## config.mk

```make
export PLATFORM = sky130hd
export DESIGN_NAME = urb_uart
export DESIGN_NICKNAME = d
export VERILOG_FILES = /design/src/inc/urb_pkg.sv /design/src/logic/urb_uart.sv
export SDC_FILE = /design/constraint.sdc
export NUM_CORES = 1
export LEC_CHECK = 0
export ABC_AREA = 1
export ABC_CLOCK_PERIOD_IN_PS = 4200
export CAP_MARGIN = 30
export CORE_UTILIZATION = 55
export DETAILED_ROUTE_END_ITERATION = 8
export DONT_BUFFER_PORTS = 1
export PLACE_DENSITY = 0.66
export RECOVER_POWER = 100
export SYNTH_ARGS = -nofsm -noshare
export SYNTH_HDL_FRONTEND = slang
export SYNTH_SLANG_ARGS = --single-unit
```

## constraint.sdc

```tcl
create_clock -name i_clk_sys -period 4.2 [get_ports i_clk_sys]
set_input_delay 0 -clock i_clk_sys [delete_from_list [all_inputs] [get_ports i_clk_sys]]
set_output_delay 0 -clock i_clk_sys [all_outputs]
set_load 0.01 [all_outputs]
```

## src/inc/urb_pkg.sv

```systemverilog
// Constants, register map and field layout of the UART receiver and break block
package urb_pkg;
  // Register offsets on the plain register port
  localparam logic [3:0] OFS_STATUS = 4'h0;
  localparam logic [3:0] OFS_CTRL = 4'h1;
  localparam logic [3:0] OFS_DATA = 4'h2;
  localparam logic [3:0] OFS_COUNT = 4'h3;
  localparam logic [3:0] OFS_BRD_HI = 4'h4;
  localparam logic [3:0] OFS_BRD_LO = 4'h5;
  localparam logic [3:0] OFS_TRIG = 4'h6;
  // Status bit positions
  localparam int ST_AVAIL = 0;
  localparam int ST_OVERRUN = 1;
  localparam int ST_NOISE = 2;
  localparam int ST_FRAMING = 3;
  localparam int ST_PARITY = 4;
  localparam int ST_RX_IDLE = 5;
  localparam int ST_TX_IDLE = 6;
  // Control bit positions
  localparam int CT_RX_EN = 0;
  localparam int CT_TX_EN = 1;
  localparam int CT_WORD9 = 2;
  localparam int CT_STOP2 = 3;
  localparam int CT_BREAK = 4;
  localparam int CT_RX_IE = 5;
  localparam int CT_NINTH = 6;
  // Reset values
  localparam logic [7:0] CTRL_RST = 8'h00;
  localparam logic [15:0] BRD_RST = 16'h0000;
  localparam logic [2:0] TRIG_RST = 3'h1;
  // Timing counts
  localparam logic [3:0] OS_LAST = 4'hF;
  localparam logic [3:0] OS_SAMP_A = 4'h7;
  localparam logic [3:0] OS_SAMP_B = 4'h8;
  localparam logic [3:0] OS_VOTE = 4'h9;
  localparam logic [3:0] BRK_ZERO_BITS = 4'hD;
  localparam logic [3:0] TX_STOP_BITS = 4'h2;
  // Receive and transmit states
  typedef enum logic [2:0] {
    RX_HUNT = 3'b000, RX_START = 3'b001, RX_DATA = 3'b010,
    RX_STOP1 = 3'b011, RX_STOP2 = 3'b100, RX_BRKWAIT = 3'b101
  } urb_rx_e;
  typedef enum logic [1:0] {
    TX_IDLE = 2'b00, TX_START = 2'b01, TX_ZERO = 2'b10, TX_STOP = 2'b11
  } urb_tx_e;
endpackage

```

## src/logic/urb_uart.sv

```systemverilog
// UART receive path with FIFO and error flags, plus break transmitter
`timescale 1ns/1ps
module urb_uart #(
  parameter int FIFO_DEPTH = 4
) (
  // Clock and reset
  input wire logic i_clk_sys,
  input wire logic i_nrst,
  // Register port
  input wire logic [3:0] i_addr,
  input wire logic [7:0] i_wdata,
  input wire logic i_wr,
  input wire logic i_rd,
  output logic [7:0] o_rdata,
  // Serial pins
  input wire logic i_serial_rx_pin,
  output logic o_tx_pin,
  // Receive interrupt request
  output logic o_rx_irq
);
  import urb_pkg::*;

  // Count fits depth plus one
  localparam int CW = $clog2(FIFO_DEPTH + 1);
  localparam int PW = (FIFO_DEPTH > 1) ? $clog2(FIFO_DEPTH) : 1;

  // Pointers wrap naturally only for power-of-two depths
  if (FIFO_DEPTH < 1 || FIFO_DEPTH > 7 || (FIFO_DEPTH & (FIFO_DEPTH - 1)) != 0) begin : g_chk
    $error("FIFO_DEPTH must be 1, 2 or 4");
  end

  // Software registers
  logic [7:0] ctrl_r; // Control bits
  logic [15:0] baud_divisor_r; // Oversample period minus one
  logic [2:0] trig_r; // FIFO trigger level
  // Status flags
  logic rx_data_avail_flag_r;
  logic overrun_flag_r;
  logic noise_flag_r;
  logic framing_err_flag_r;
  logic rx_idle_flag_r;
  logic tx_idle_flag_r;
  logic status_armed_r; // Status read seen, data read will clear

  // Decoded strobes
  logic rd_status;
  logic rd_data;
  assign rd_status = i_rd && (i_addr == OFS_STATUS);
  assign rd_data = i_rd && (i_addr == OFS_DATA);

  // Pin synchroniser, three stages
  logic rx_s1_r, rx_s2_r, rx_s3_r;
  logic rx_line_r; // Filtered line level
  logic rx_line_prev_r; // For falling edge detect

  // Oversample prescaler
  logic [15:0] pre_cnt_r;
  logic os_tick;

  // Receiver state
  urb_rx_e rx_st_r;
  logic [3:0] rx_os_r; // Position within bit
  logic [3:0] rx_bits_r; // Data bits received
  logic [8:0] rx_shift_reg_r;
  logic rx_samp_a_r, rx_samp_b_r;
  logic rx_noise_r; // Noise seen this frame
  logic rx_stop_bad_r; // A stop bit sampled low

  // FIFO
  logic [8:0] fifo_mem [FIFO_DEPTH];
  logic [PW-1:0] wr_ptr_r, rd_ptr_r;
  logic [CW-1:0] rx_fifo_count_r;
  logic push;
  logic pop;
  logic [8:0] push_word;

  // Transmitter
  urb_tx_e tx_st_r;
  logic [3:0] tx_os_r;
  logic [3:0] tx_bits_r;
  logic [16:0] brk_hold_r; // Cycles break control held while idle
  logic brk_armed;
  logic tx_bit_end;

  // Frame completion strobe from receiver
  logic frame_done;
  logic frame_break;
  logic vote;
  logic bit_end;
  logic last_bit;

  // Three-stage sampling; a change counts once stages two and three agree
  always_ff @(posedge i_clk_sys or negedge i_nrst) begin
    if (!i_nrst) begin
      rx_s1_r <= 1'b1;
      rx_s2_r <= 1'b1;
      rx_s3_r <= 1'b1;
      rx_line_r <= 1'b1;
      rx_line_prev_r <= 1'b1;
    end else begin
      rx_s1_r <= i_serial_rx_pin;
      rx_s2_r <= rx_s1_r;
      rx_s3_r <= rx_s2_r;
      if (rx_s2_r == rx_s3_r) begin
        rx_line_r <= rx_s3_r;
      end
      rx_line_prev_r <= rx_line_r;
    end
  end

  // Free-running oversample tick, one per divisor+1 clocks
  always_ff @(posedge i_clk_sys or negedge i_nrst) begin
    if (!i_nrst) begin
      pre_cnt_r <= 16'h0000;
    end else if (pre_cnt_r >= baud_divisor_r) begin
      pre_cnt_r <= 16'h0000;
    end else begin
      pre_cnt_r <= pre_cnt_r + 16'h0001;
    end
  end
  assign os_tick = (pre_cnt_r >= baud_divisor_r);

  // Bit timing helpers
  assign vote = os_tick && (rx_os_r == OS_VOTE);
  assign bit_end = os_tick && (rx_os_r == OS_LAST);
  assign last_bit = ctrl_r[CT_WORD9] ? (rx_bits_r == 4'h8) : (rx_bits_r == 4'h7);
  // Majority of the three samples taken mid-bit
  function automatic logic maj3(input logic a, input logic b, input logic c);
    maj3 = (a & b) | (a & c) | (b & c);
  endfunction

  // Receiver sequencer: hunt, start, data, stops, break wait
  always_ff @(posedge i_clk_sys or negedge i_nrst) begin
    if (!i_nrst) begin
      rx_st_r <= RX_HUNT;
      rx_os_r <= 4'h0;
      rx_bits_r <= 4'h0;
      rx_shift_reg_r <= 9'h000;
      rx_samp_a_r <= 1'b1;
      rx_samp_b_r <= 1'b1;
      rx_noise_r <= 1'b0;
      rx_stop_bad_r <= 1'b0;
    end else if (!ctrl_r[CT_RX_EN]) begin
      // Disabled receiver parks; re-enable restarts the hunt
      rx_st_r <= RX_HUNT;
      rx_os_r <= 4'h0;
    end else begin
      if (os_tick) begin
        rx_os_r <= rx_os_r + 4'h1;
        if (rx_os_r == OS_SAMP_A) begin
          rx_samp_a_r <= rx_line_r;
        end
        if (rx_os_r == OS_SAMP_B) begin
          rx_samp_b_r <= rx_line_r;
        end
      end
      // Three samples disagree: noise within the frame
      if (vote && rx_st_r != RX_HUNT && rx_st_r != RX_BRKWAIT &&
          !(rx_samp_a_r == rx_samp_b_r && rx_samp_b_r == rx_line_r)) begin
        rx_noise_r <= 1'b1;
      end
      unique case (rx_st_r)
        RX_HUNT: begin
          // Falling edge on an enabled receiver begins a frame
          if (rx_line_prev_r && !rx_line_r) begin
            rx_st_r <= RX_START;
            rx_os_r <= 4'h0;
            rx_noise_r <= 1'b0;
            rx_stop_bad_r <= 1'b0;
          end
        end
        RX_START: begin
          // A glitch that votes high is not a start bit
          if (vote && maj3(rx_samp_a_r, rx_samp_b_r, rx_line_r)) begin
            rx_st_r <= RX_HUNT;
          end else if (bit_end) begin
            rx_st_r <= RX_DATA;
            rx_bits_r <= 4'h0;
          end
        end
        RX_DATA: begin
          if (vote) begin
            rx_shift_reg_r <= {maj3(rx_samp_a_r, rx_samp_b_r, rx_line_r), rx_shift_reg_r[8:1]};
          end
          if (bit_end) begin
            rx_bits_r <= rx_bits_r + 4'h1;
            if (last_bit) begin
              rx_st_r <= RX_STOP1;
            end
          end
        end
        RX_STOP1: begin
          if (vote && !maj3(rx_samp_a_r, rx_samp_b_r, rx_line_r)) begin
            rx_stop_bad_r <= 1'b1;
          end
          if (bit_end) begin
            if (ctrl_r[CT_STOP2]) begin
              rx_st_r <= RX_STOP2;
            end else begin
              rx_st_r <= frame_break ? RX_BRKWAIT : RX_HUNT;
            end
          end
        end
        RX_STOP2: begin
          if (vote && !maj3(rx_samp_a_r, rx_samp_b_r, rx_line_r)) begin
            rx_stop_bad_r <= 1'b1;
          end
          if (bit_end) begin
            rx_st_r <= frame_break ? RX_BRKWAIT : RX_HUNT;
          end
        end
        RX_BRKWAIT: begin
          // Low line after a break is not a new start bit
          if (rx_line_r) begin
            rx_st_r <= RX_HUNT;
          end
        end
        default: rx_st_r <= RX_HUNT;
      endcase
    end
  end

  // Frame ends at the last stop bit; break is all zeros with a bad stop
  assign frame_done = bit_end && ctrl_r[CT_RX_EN] &&
    ((rx_st_r == RX_STOP1 && !ctrl_r[CT_STOP2]) || rx_st_r == RX_STOP2);
  assign frame_break = (rx_stop_bad_r || (vote && !rx_line_r)) &&
    (ctrl_r[CT_WORD9] ? (rx_shift_reg_r == 9'h000) : (rx_shift_reg_r[8:1] == 8'h00));
  // Eight-bit words sit in the top of the shifter
  assign push_word = ctrl_r[CT_WORD9] ? rx_shift_reg_r : {1'b0, rx_shift_reg_r[8:1]};

  // FIFO push only when a slot is free; pop on data read
  assign push = frame_done && (rx_fifo_count_r < CW'(FIFO_DEPTH));
  assign pop = rd_data && (rx_fifo_count_r != '0);

  // Word storage; a full FIFO keeps its contents
  always_ff @(posedge i_clk_sys) begin
    if (push) begin
      fifo_mem[wr_ptr_r] <= push_word;
    end
  end

  // Pointers and word count
  always_ff @(posedge i_clk_sys or negedge i_nrst) begin
    if (!i_nrst) begin
      wr_ptr_r <= '0;
      rd_ptr_r <= '0;
      rx_fifo_count_r <= '0;
    end else begin
      if (push) begin
        wr_ptr_r <= wr_ptr_r + PW'(1);
      end
      if (pop) begin
        rd_ptr_r <= rd_ptr_r + PW'(1);
      end
      if (push && !pop) begin
        rx_fifo_count_r <= rx_fifo_count_r + CW'(1);
      end else if (pop && !push) begin
        rx_fifo_count_r <= rx_fifo_count_r - CW'(1);
      end
    end
  end

  // Status flags; hardware set wins over the software clear sequence
  always_ff @(posedge i_clk_sys or negedge i_nrst) begin
    if (!i_nrst) begin
      rx_data_avail_flag_r <= 1'b0;
      overrun_flag_r <= 1'b0;
      noise_flag_r <= 1'b0;
      framing_err_flag_r <= 1'b0;
      rx_idle_flag_r <= 1'b1;
      status_armed_r <= 1'b0;
    end else begin
      if (rd_status) begin
        status_armed_r <= 1'b1;
      end else if (rd_data) begin
        status_armed_r <= 1'b0;
      end
      // Available clears only via status then data read, once empty
      if (push) begin
        rx_data_avail_flag_r <= 1'b1;
      end else if (rd_data && status_armed_r && rx_fifo_count_r <= CW'(1)) begin
        rx_data_avail_flag_r <= 1'b0;
      end
      if (frame_done && !push) begin
        overrun_flag_r <= 1'b1;
      end else if (rd_data && status_armed_r) begin
        overrun_flag_r <= 1'b0;
      end
      // Noise rises with the available flag on push
      if (push && (rx_noise_r || (vote && !(rx_samp_a_r == rx_samp_b_r && rx_samp_b_r == rx_line_r)))) begin
        noise_flag_r <= 1'b1;
      end else if (rd_data && status_armed_r) begin
        noise_flag_r <= 1'b0;
      end
      if (frame_done && (rx_stop_bad_r || (vote && !rx_line_r) || frame_break)) begin
        framing_err_flag_r <= 1'b1;
      end else if (rd_data && status_armed_r) begin
        framing_err_flag_r <= 1'b0;
      end
      // Busy from start detect, idle again once the stop is read
      if (rx_st_r == RX_HUNT && rx_line_prev_r && !rx_line_r && ctrl_r[CT_RX_EN]) begin
        rx_idle_flag_r <= 1'b0;
      end else if (frame_done || !ctrl_r[CT_RX_EN] ||
                   (rx_st_r == RX_START && vote && maj3(rx_samp_a_r, rx_samp_b_r, rx_line_r))) begin
        rx_idle_flag_r <= 1'b1;
      end
    end
  end

  // Interrupt pulse: push reaching trigger, or overrun
  always_ff @(posedge i_clk_sys or negedge i_nrst) begin
    if (!i_nrst) begin
      o_rx_irq <= 1'b0;
    end else begin
      o_rx_irq <= ctrl_r[CT_RX_IE] &&
        ((push && (rx_fifo_count_r + CW'(1)) >= CW'(trig_r)) ||
         (frame_done && !push));
    end
  end

  // Break arming: control held while idle beyond divisor+1 clocks
  always_ff @(posedge i_clk_sys or negedge i_nrst) begin
    if (!i_nrst) begin
      brk_hold_r <= 17'h0_0000;
    end else if (ctrl_r[CT_BREAK] && tx_st_r == TX_IDLE && tx_idle_flag_r) begin
      if (!brk_armed) begin
        brk_hold_r <= brk_hold_r + 17'h0_0001;
      end
    end else begin
      brk_hold_r <= 17'h0_0000;
    end
  end
  assign brk_armed = brk_hold_r > ({1'b0, baud_divisor_r} + 17'h0_0001);
  assign tx_bit_end = os_tick && (tx_os_r == OS_LAST);

  // Break transmitter; it never touches any transmit-empty flag or irq
  always_ff @(posedge i_clk_sys or negedge i_nrst) begin
    if (!i_nrst) begin
      tx_st_r <= TX_IDLE;
      tx_os_r <= 4'h0;
      tx_bits_r <= 4'h0;
      o_tx_pin <= 1'b1;
      tx_idle_flag_r <= 1'b1;
    end else if (!ctrl_r[CT_TX_EN]) begin
      // Clearing the enable stops at once
      tx_st_r <= TX_IDLE;
      o_tx_pin <= 1'b1;
      tx_idle_flag_r <= 1'b1;
    end else begin
      if (os_tick) begin
        tx_os_r <= tx_os_r + 4'h1;
      end
      unique case (tx_st_r)
        TX_IDLE: begin
          o_tx_pin <= 1'b1;
          if (brk_armed && os_tick && tx_os_r == OS_LAST) begin
            tx_st_r <= TX_START;
            tx_idle_flag_r <= 1'b0;
            o_tx_pin <= 1'b0;
          end
        end
        TX_START: begin
          if (tx_bit_end) begin
            tx_st_r <= TX_ZERO;
            tx_bits_r <= 4'h0;
          end
        end
        TX_ZERO: begin
          o_tx_pin <= 1'b0;
          if (tx_bit_end) begin
            if (tx_bits_r == BRK_ZERO_BITS - 4'h1) begin
              tx_bits_r <= 4'h0;
              // Held control runs another 13 zeros with no gap
              if (!ctrl_r[CT_BREAK]) begin
                tx_st_r <= TX_STOP;
                o_tx_pin <= 1'b1;
              end
            end else begin
              tx_bits_r <= tx_bits_r + 4'h1;
            end
          end
        end
        TX_STOP: begin
          o_tx_pin <= 1'b1;
          if (tx_bit_end) begin
            if (tx_bits_r == TX_STOP_BITS - 4'h1) begin
              tx_st_r <= TX_IDLE;
              tx_idle_flag_r <= 1'b1;
            end else begin
              tx_bits_r <= tx_bits_r + 4'h1;
            end
          end
        end
      endcase
    end
  end

  // Register writes
  always_ff @(posedge i_clk_sys or negedge i_nrst) begin
    if (!i_nrst) begin
      ctrl_r <= CTRL_RST;
      baud_divisor_r <= BRD_RST;
      trig_r <= TRIG_RST;
    end else if (i_wr) begin
      unique case (i_addr)
        OFS_CTRL: ctrl_r <= i_wdata;
        OFS_BRD_HI: baud_divisor_r[15:8] <= i_wdata;
        OFS_BRD_LO: baud_divisor_r[7:0] <= i_wdata;
        OFS_TRIG: trig_r <= i_wdata[2:0];
        default: ;
      endcase
    end
  end

  // Read data, valid the cycle after the strobe only
  always_ff @(posedge i_clk_sys or negedge i_nrst) begin
    if (!i_nrst) begin
      o_rdata <= 8'h00;
    end else if (!i_rd) begin
      o_rdata <= 8'h00;
    end else begin
      unique case (i_addr)
        OFS_STATUS: o_rdata <= {1'b0, tx_idle_flag_r, rx_idle_flag_r, 1'b0, framing_err_flag_r,
                                noise_flag_r, overrun_flag_r, rx_data_avail_flag_r};
        OFS_CTRL: o_rdata <= {ctrl_r[7], (rx_fifo_count_r != '0) && fifo_mem[rd_ptr_r][8], ctrl_r[5:0]};
        OFS_DATA: o_rdata <= (rx_fifo_count_r != '0) ? fifo_mem[rd_ptr_r][7:0] : 8'h00;
        OFS_COUNT: o_rdata <= 8'(rx_fifo_count_r);
        OFS_BRD_HI: o_rdata <= baud_divisor_r[15:8];
        OFS_BRD_LO: o_rdata <= baud_divisor_r[7:0];
        OFS_TRIG: o_rdata <= {5'h00, trig_r};
        default: o_rdata <= 8'h00;
      endcase
    end
  end
endmodule // urb_uart

```

==> results.py <==
metrics = {
    "layout": {
        "antenna_cells": 0,
        "area_delta_synth_final_pct": 10.7,
        "post-route-util_pct": 62.0,
        "post_route_cells_drive_above_1_share_pct": 6.92,
        "final_design_area_no_fill_um2": 9810,
        "fin_nets": 1137,
    },
    "logic_synthesis": {
        "yosysWarningCount": 0,
        "post_synthesis_instance_area_um2": 8860,
        "synth_compound_gate_area_share_pct": 11.7,
        "synth_simple_gate_area_share_pct": 21.6,
        "synth.area.top_cells": "sky130_fd_sc_hd__dfrtp_1 31%, sky130_fd_sc_hd__edfxtp_1 12%, sky130_fd_sc_hd__ha_1 8.9%",
        "post_synth_inst_count": 1035,
        "top_cell_type_s_share_of_synthesized_area_pct": 31.4,
        "yosys_register_bits": 158,
        "ys.flop_type": "sky130_fd_sc_hd__dfrtp_1",
        "netlist-cell-type-count": 51,
        "synth.yosys.seq_area_share_pct": 46.8,
        "synth.mux.area_fraction_pct": 0.240,
        "synth_edf_count": 36,
        "synth-async-reset-ratio_pct": 77.2,
        "synth_largest_area_cell": "sky130_fd_sc_hd__dfrtp_1",
        "synth_fa_ha_area_share_pct": 9.01,
        "syn_area_per_cell_um2": 8.56,
        "synth_top_family_by_area": "simple AND/OR/NAND/NOR gates",
        "synth_xor_area_share_pct": 3.36,
        "syn_nets": 1115,
    },
    "setup_path": {
        "r2r_end": "fifo_mem[0][3]$_DFFE_PP_",
        "worst-endpoint-required_ns": 4.33,
        "max_stage_delay_ns": 0.73,
        "crit_path_start_kind": "flop",
        "worst-r2r-setup-slack_ns": 0.44,
        "reg2regPathDepth": 13,
        "timing.critical_path.arrival_ns": 3.90,
        "reg2reg_from": "baud_divisor_r[13]$_DFFE_PN0P_",
        "crit_chain": "inv_1, ha_1, nand2_1, nor3_1, nand2_1, nand2_1, nand2_1, nor2_1, nand2_1, nor2_4, inv_2, nor2_1, buf_4",
        "critPathCaptureType": "flop",
        "worstSetupPathType": "flop to flop",
        "critPathMostFrequentCell": "sky130_fd_sc_hd__nand2_1",
        "critical_path.max_fanout": 27,
        "crit_slowest_cell": "sky130_fd_sc_hd__nand2_1",
    },
    "global_routing": {
        "grt_pass1_vias": 6546,
        "globalRouteTotalUtil_pct": 26.4,
        "globalRouteOverflowTotal": 0,
        "grt_pass1_wl_um": 33300,
        "grt_start_max_net_pins": 123,
        "grt_antenna_before_repair": 0,
    },
    "place": {
        "dpl_cell_area_um2": 9080,
        "detailed_place_hpwl_um": 14500,
        "routabilityCongestion": 0.899,
        "port_buffers": 0,
    },
    "cts": {
        "postCtsResizedCells": 0,
        "tritoncts.num_buffers": 17,
        "cts.sink_count": 158,
        "path_clk_slew_ns": 0.07,
        "max-clock-path-buffers": 2,
        "clockRootBuffer": "sky130_fd_sc_hd__clkbuf_16",
        "insertion_delay_ns": 0.43,
        "depth_of_the_cts_h_tree": 4,
        "clock_tree_from_tritoncts": "built",
    },
    "die": {
        "core_region_area_um2": 15800,
        "core.rowCount": 46,
        "floorplan.die.height_um": 129,
        "floorplan.die.width_um": 129,
        "initial_core_util_pct": 56.0,
        "floorplan.die_area_um2": 16600,
        "io_pins": 27,
    },
    "outcome": {
        "failed_checks": "max-capacitance violations, max-slew violations",
        "run_status": "complete, but fails checks",
    },
    "drt": {
        "avgViaCountPerCell": 5.47,
        "final_routed_wirelength_across_all_metal_layers_um": 20500,
        "drt-initial-drc-count": 494,
        "drt-wirelength-per-cell_um": 16.0,
        "antenna_violating_nets_post_route": 0,
        "pre_repair_dr_iteration_count": 7,
        "post-route-drc-count": 0,
        "routed-via-count": 7040,
    },
    "power_and_ir_drop": {
        "netSwitchingPower_uw": 1450,
        "power.sequential.fraction_pct": 44.5,
        "p_int_uw": 2830,
        "pwr_density_nw_per_um2": 436,
        "irDropWorstVdd_mv": 0.302,
        "clock_power_share_pct": 35.8,
        "sw_frac_of_total_pct": 33.9,
        "cellLeakagePower_uw": 0.00453,
        "combPwrFrac_pct": 19.7,
    },
    "timing": {
        "fin_setup_tns_ns": 0,
        "slew_headroom_pct": -104,
        "final.setup_skew_ns": 0.0116,
        "fin_crit_ns": 3.76,
        "fmaxAchievable_mhz": 266,
        "hold_viol": 0,
        "fin_crit_sh_pct": 89.5,
        "tightest_slew_ns": 3.06,
        "rsz_0062_raised_after_global_routing": "no",
        "timing.final.setup_violations": 0,
        "slew_viol_final": 123,
    },
    "worst_hold_path": {
        "holdPathStages": 4,
        "min_delay_worst_endpoint": "o_rdata[0]$_DFF_PN0_",
        "holdCritStartpoint": "i_addr[1]",
        "holdCritPathClass": "input pin to flop",
    },
    "flow_run": {
        "maxCapViolations": 1,
    },
}
==> per-stage QoR <==
stage,hold WS [ns],power [uW],worst slack [ns],instances
2_1_floorplan,-0.296,2510,1.22,1035
3_3_place_gp,-0.292,2710,0.738,1237
3_5_place_dp,-0.292,2730,0.657,1237
4_1_cts,0.0294,4310,0.605,1286
5_1_grt,0.0674,4530,0.103,1286
6_report,0.0511,4270,0.439,1286
==> how the worst max path moves through the flow <==
stage,to,start
2_1_floorplan,brk_hold_r[6]$_DFFE_PN0P_,baud_divisor_r[0]$_DFFE_PN0P_
3_3_place_gp,brk_hold_r[12]$_DFFE_PN0P_,baud_divisor_r[0]$_DFFE_PN0P_
3_5_place_dp,brk_hold_r[11]$_DFFE_PN0P_,baud_divisor_r[0]$_DFFE_PN0P_
4_1_cts,brk_hold_r[11]$_DFFE_PN0P_,baud_divisor_r[0]$_DFFE_PN0P_
5_1_grt,fifo_mem[0][7]$_DFFE_PP_,baud_divisor_r[7]$_DFFE_PN0P_
6_report,fifo_mem[0][3]$_DFFE_PP_,baud_divisor_r[13]$_DFFE_PN0P_
==> sequential cells by signal, indices dropped and copies added, names as in the netlist, 3 cells and up <==
register         flops
fifo_mem            36
baud_divisor_r      16
rx_fifo_count_r      3
rx_st_r              3
tx_bits_r            4
tx_os_r              4
ctrl_r               7
o_rdata              8
trig_r               3
pre_cnt_r           16
rx_os_r              4
brk_hold_r          17
rx_bits_r            4
rx_shift_reg_r       9
==> power by group through the flow <==
stage	sequential, uW	clock [uW]	combinational [uW]
floorplan	1860	0	651
global placement	1930	0	787
detailed placement	1930	0	800
CTS	1900	1560	850
global route	1920	1620	987
finish	1900	1530	842
==> per-layer routing <==
layer | global-route usage, % | wire, um
met2 | 42.3 | 9620
met4 | 8.72 | 476
met1 | 35.1 | 9340
met3 | 6.65 | 1080
met5 | 0 | 0
==> cell type report <==
class	instances	area, um^2
inverters	150	566
well taps	216	270
clock buffers	17	425
flip-flops and latches	158	4150
clock inverters	15	170
multi-input cells	709	4040
repair buffers	21	195
fillers	1380	6020
==> cell usage in the layout (no fill, tap or decap), drive strengths merged, types with 3 or more instances in the layout <==
master	n
nand2	205
inv	157
dfrtp	111
o21ai	98
nor2	98
nand3	65
ha	63
a21oi	41
edfxtp	36
xor2	27
nor3	23
o22ai	21
clkbuf	18
dlygate4sd3	16
nand4	15
dfstp	11
xnor2	7
nor4	7
clkinv	5
a31oi	4
o31ai	4
nand3b	4
o21a	4
buf	4
a21boi	3
clkinvlp	3
==> cell usage after synthesis, types with 3 or more instances <==
| library cell | number |
|---|---|
| sky130_fd_sc_hd__a31oi_1 | 4 |
| sky130_fd_sc_hd__ha_1 | 63 |
| sky130_fd_sc_hd__edfxtp_1 | 36 |
| sky130_fd_sc_hd__nand3b_1 | 4 |
| sky130_fd_sc_hd__nor3_1 | 18 |
| sky130_fd_sc_hd__o21ai_0 | 88 |
| sky130_fd_sc_hd__inv_2 | 4 |
| sky130_fd_sc_hd__xnor2_1 | 7 |
| sky130_fd_sc_hd__nor2_2 | 8 |
| sky130_fd_sc_hd__o31ai_1 | 4 |
| sky130_fd_sc_hd__dfstp_2 | 11 |
| sky130_fd_sc_hd__clkbuf_1 | 13 |
| sky130_fd_sc_hd__buf_2 | 4 |
| sky130_fd_sc_hd__nor3_2 | 3 |
| sky130_fd_sc_hd__nor2_1 | 87 |
| sky130_fd_sc_hd__xor2_1 | 27 |
| sky130_fd_sc_hd__a21boi_0 | 3 |
| sky130_fd_sc_hd__nand3_1 | 61 |
| sky130_fd_sc_hd__o21ai_1 | 10 |
| sky130_fd_sc_hd__inv_1 | 144 |
| sky130_fd_sc_hd__o22ai_1 | 21 |
| sky130_fd_sc_hd__nand2_1 | 198 |
| sky130_fd_sc_hd__nand3_2 | 4 |
| sky130_fd_sc_hd__nand2_2 | 6 |
| sky130_fd_sc_hd__o21a_1 | 4 |
| sky130_fd_sc_hd__nor2_4 | 3 |
| sky130_fd_sc_hd__nand4_1 | 15 |
| sky130_fd_sc_hd__dfrtp_1 | 111 |
| sky130_fd_sc_hd__nor4_1 | 6 |
| sky130_fd_sc_hd__a21oi_1 | 41 |
==> worst max-delay path, delay by kind of cell (launching register included) <==
family,cells,cell delay (ns)
adder cells (fa/ha/maj),1,0.32
AND/OR/NAND/NOR,9,2.23
flip-flops,1,0.48
buffers and inverters,3,0.43
==> cell families after synthesis <==
logic type               Yosys count
XOR/XNOR                          34
multiplexers                       2
AO/OA/AOI/OAI                    187
flip-flops                       158
AND/OR/NAND/NOR                  422
buffers and inverters            168
adder cells (fa/ha/maj)           64
==> what timing repair did <==
item	4_1_cts	5_1_grt
buffers inserted	0	0
hold endpoints to repair	159	0
endpoints found under the setup margin	0	0
hold buffers	17	0
No activity file was read; power rests on OpenSTA's default activity.
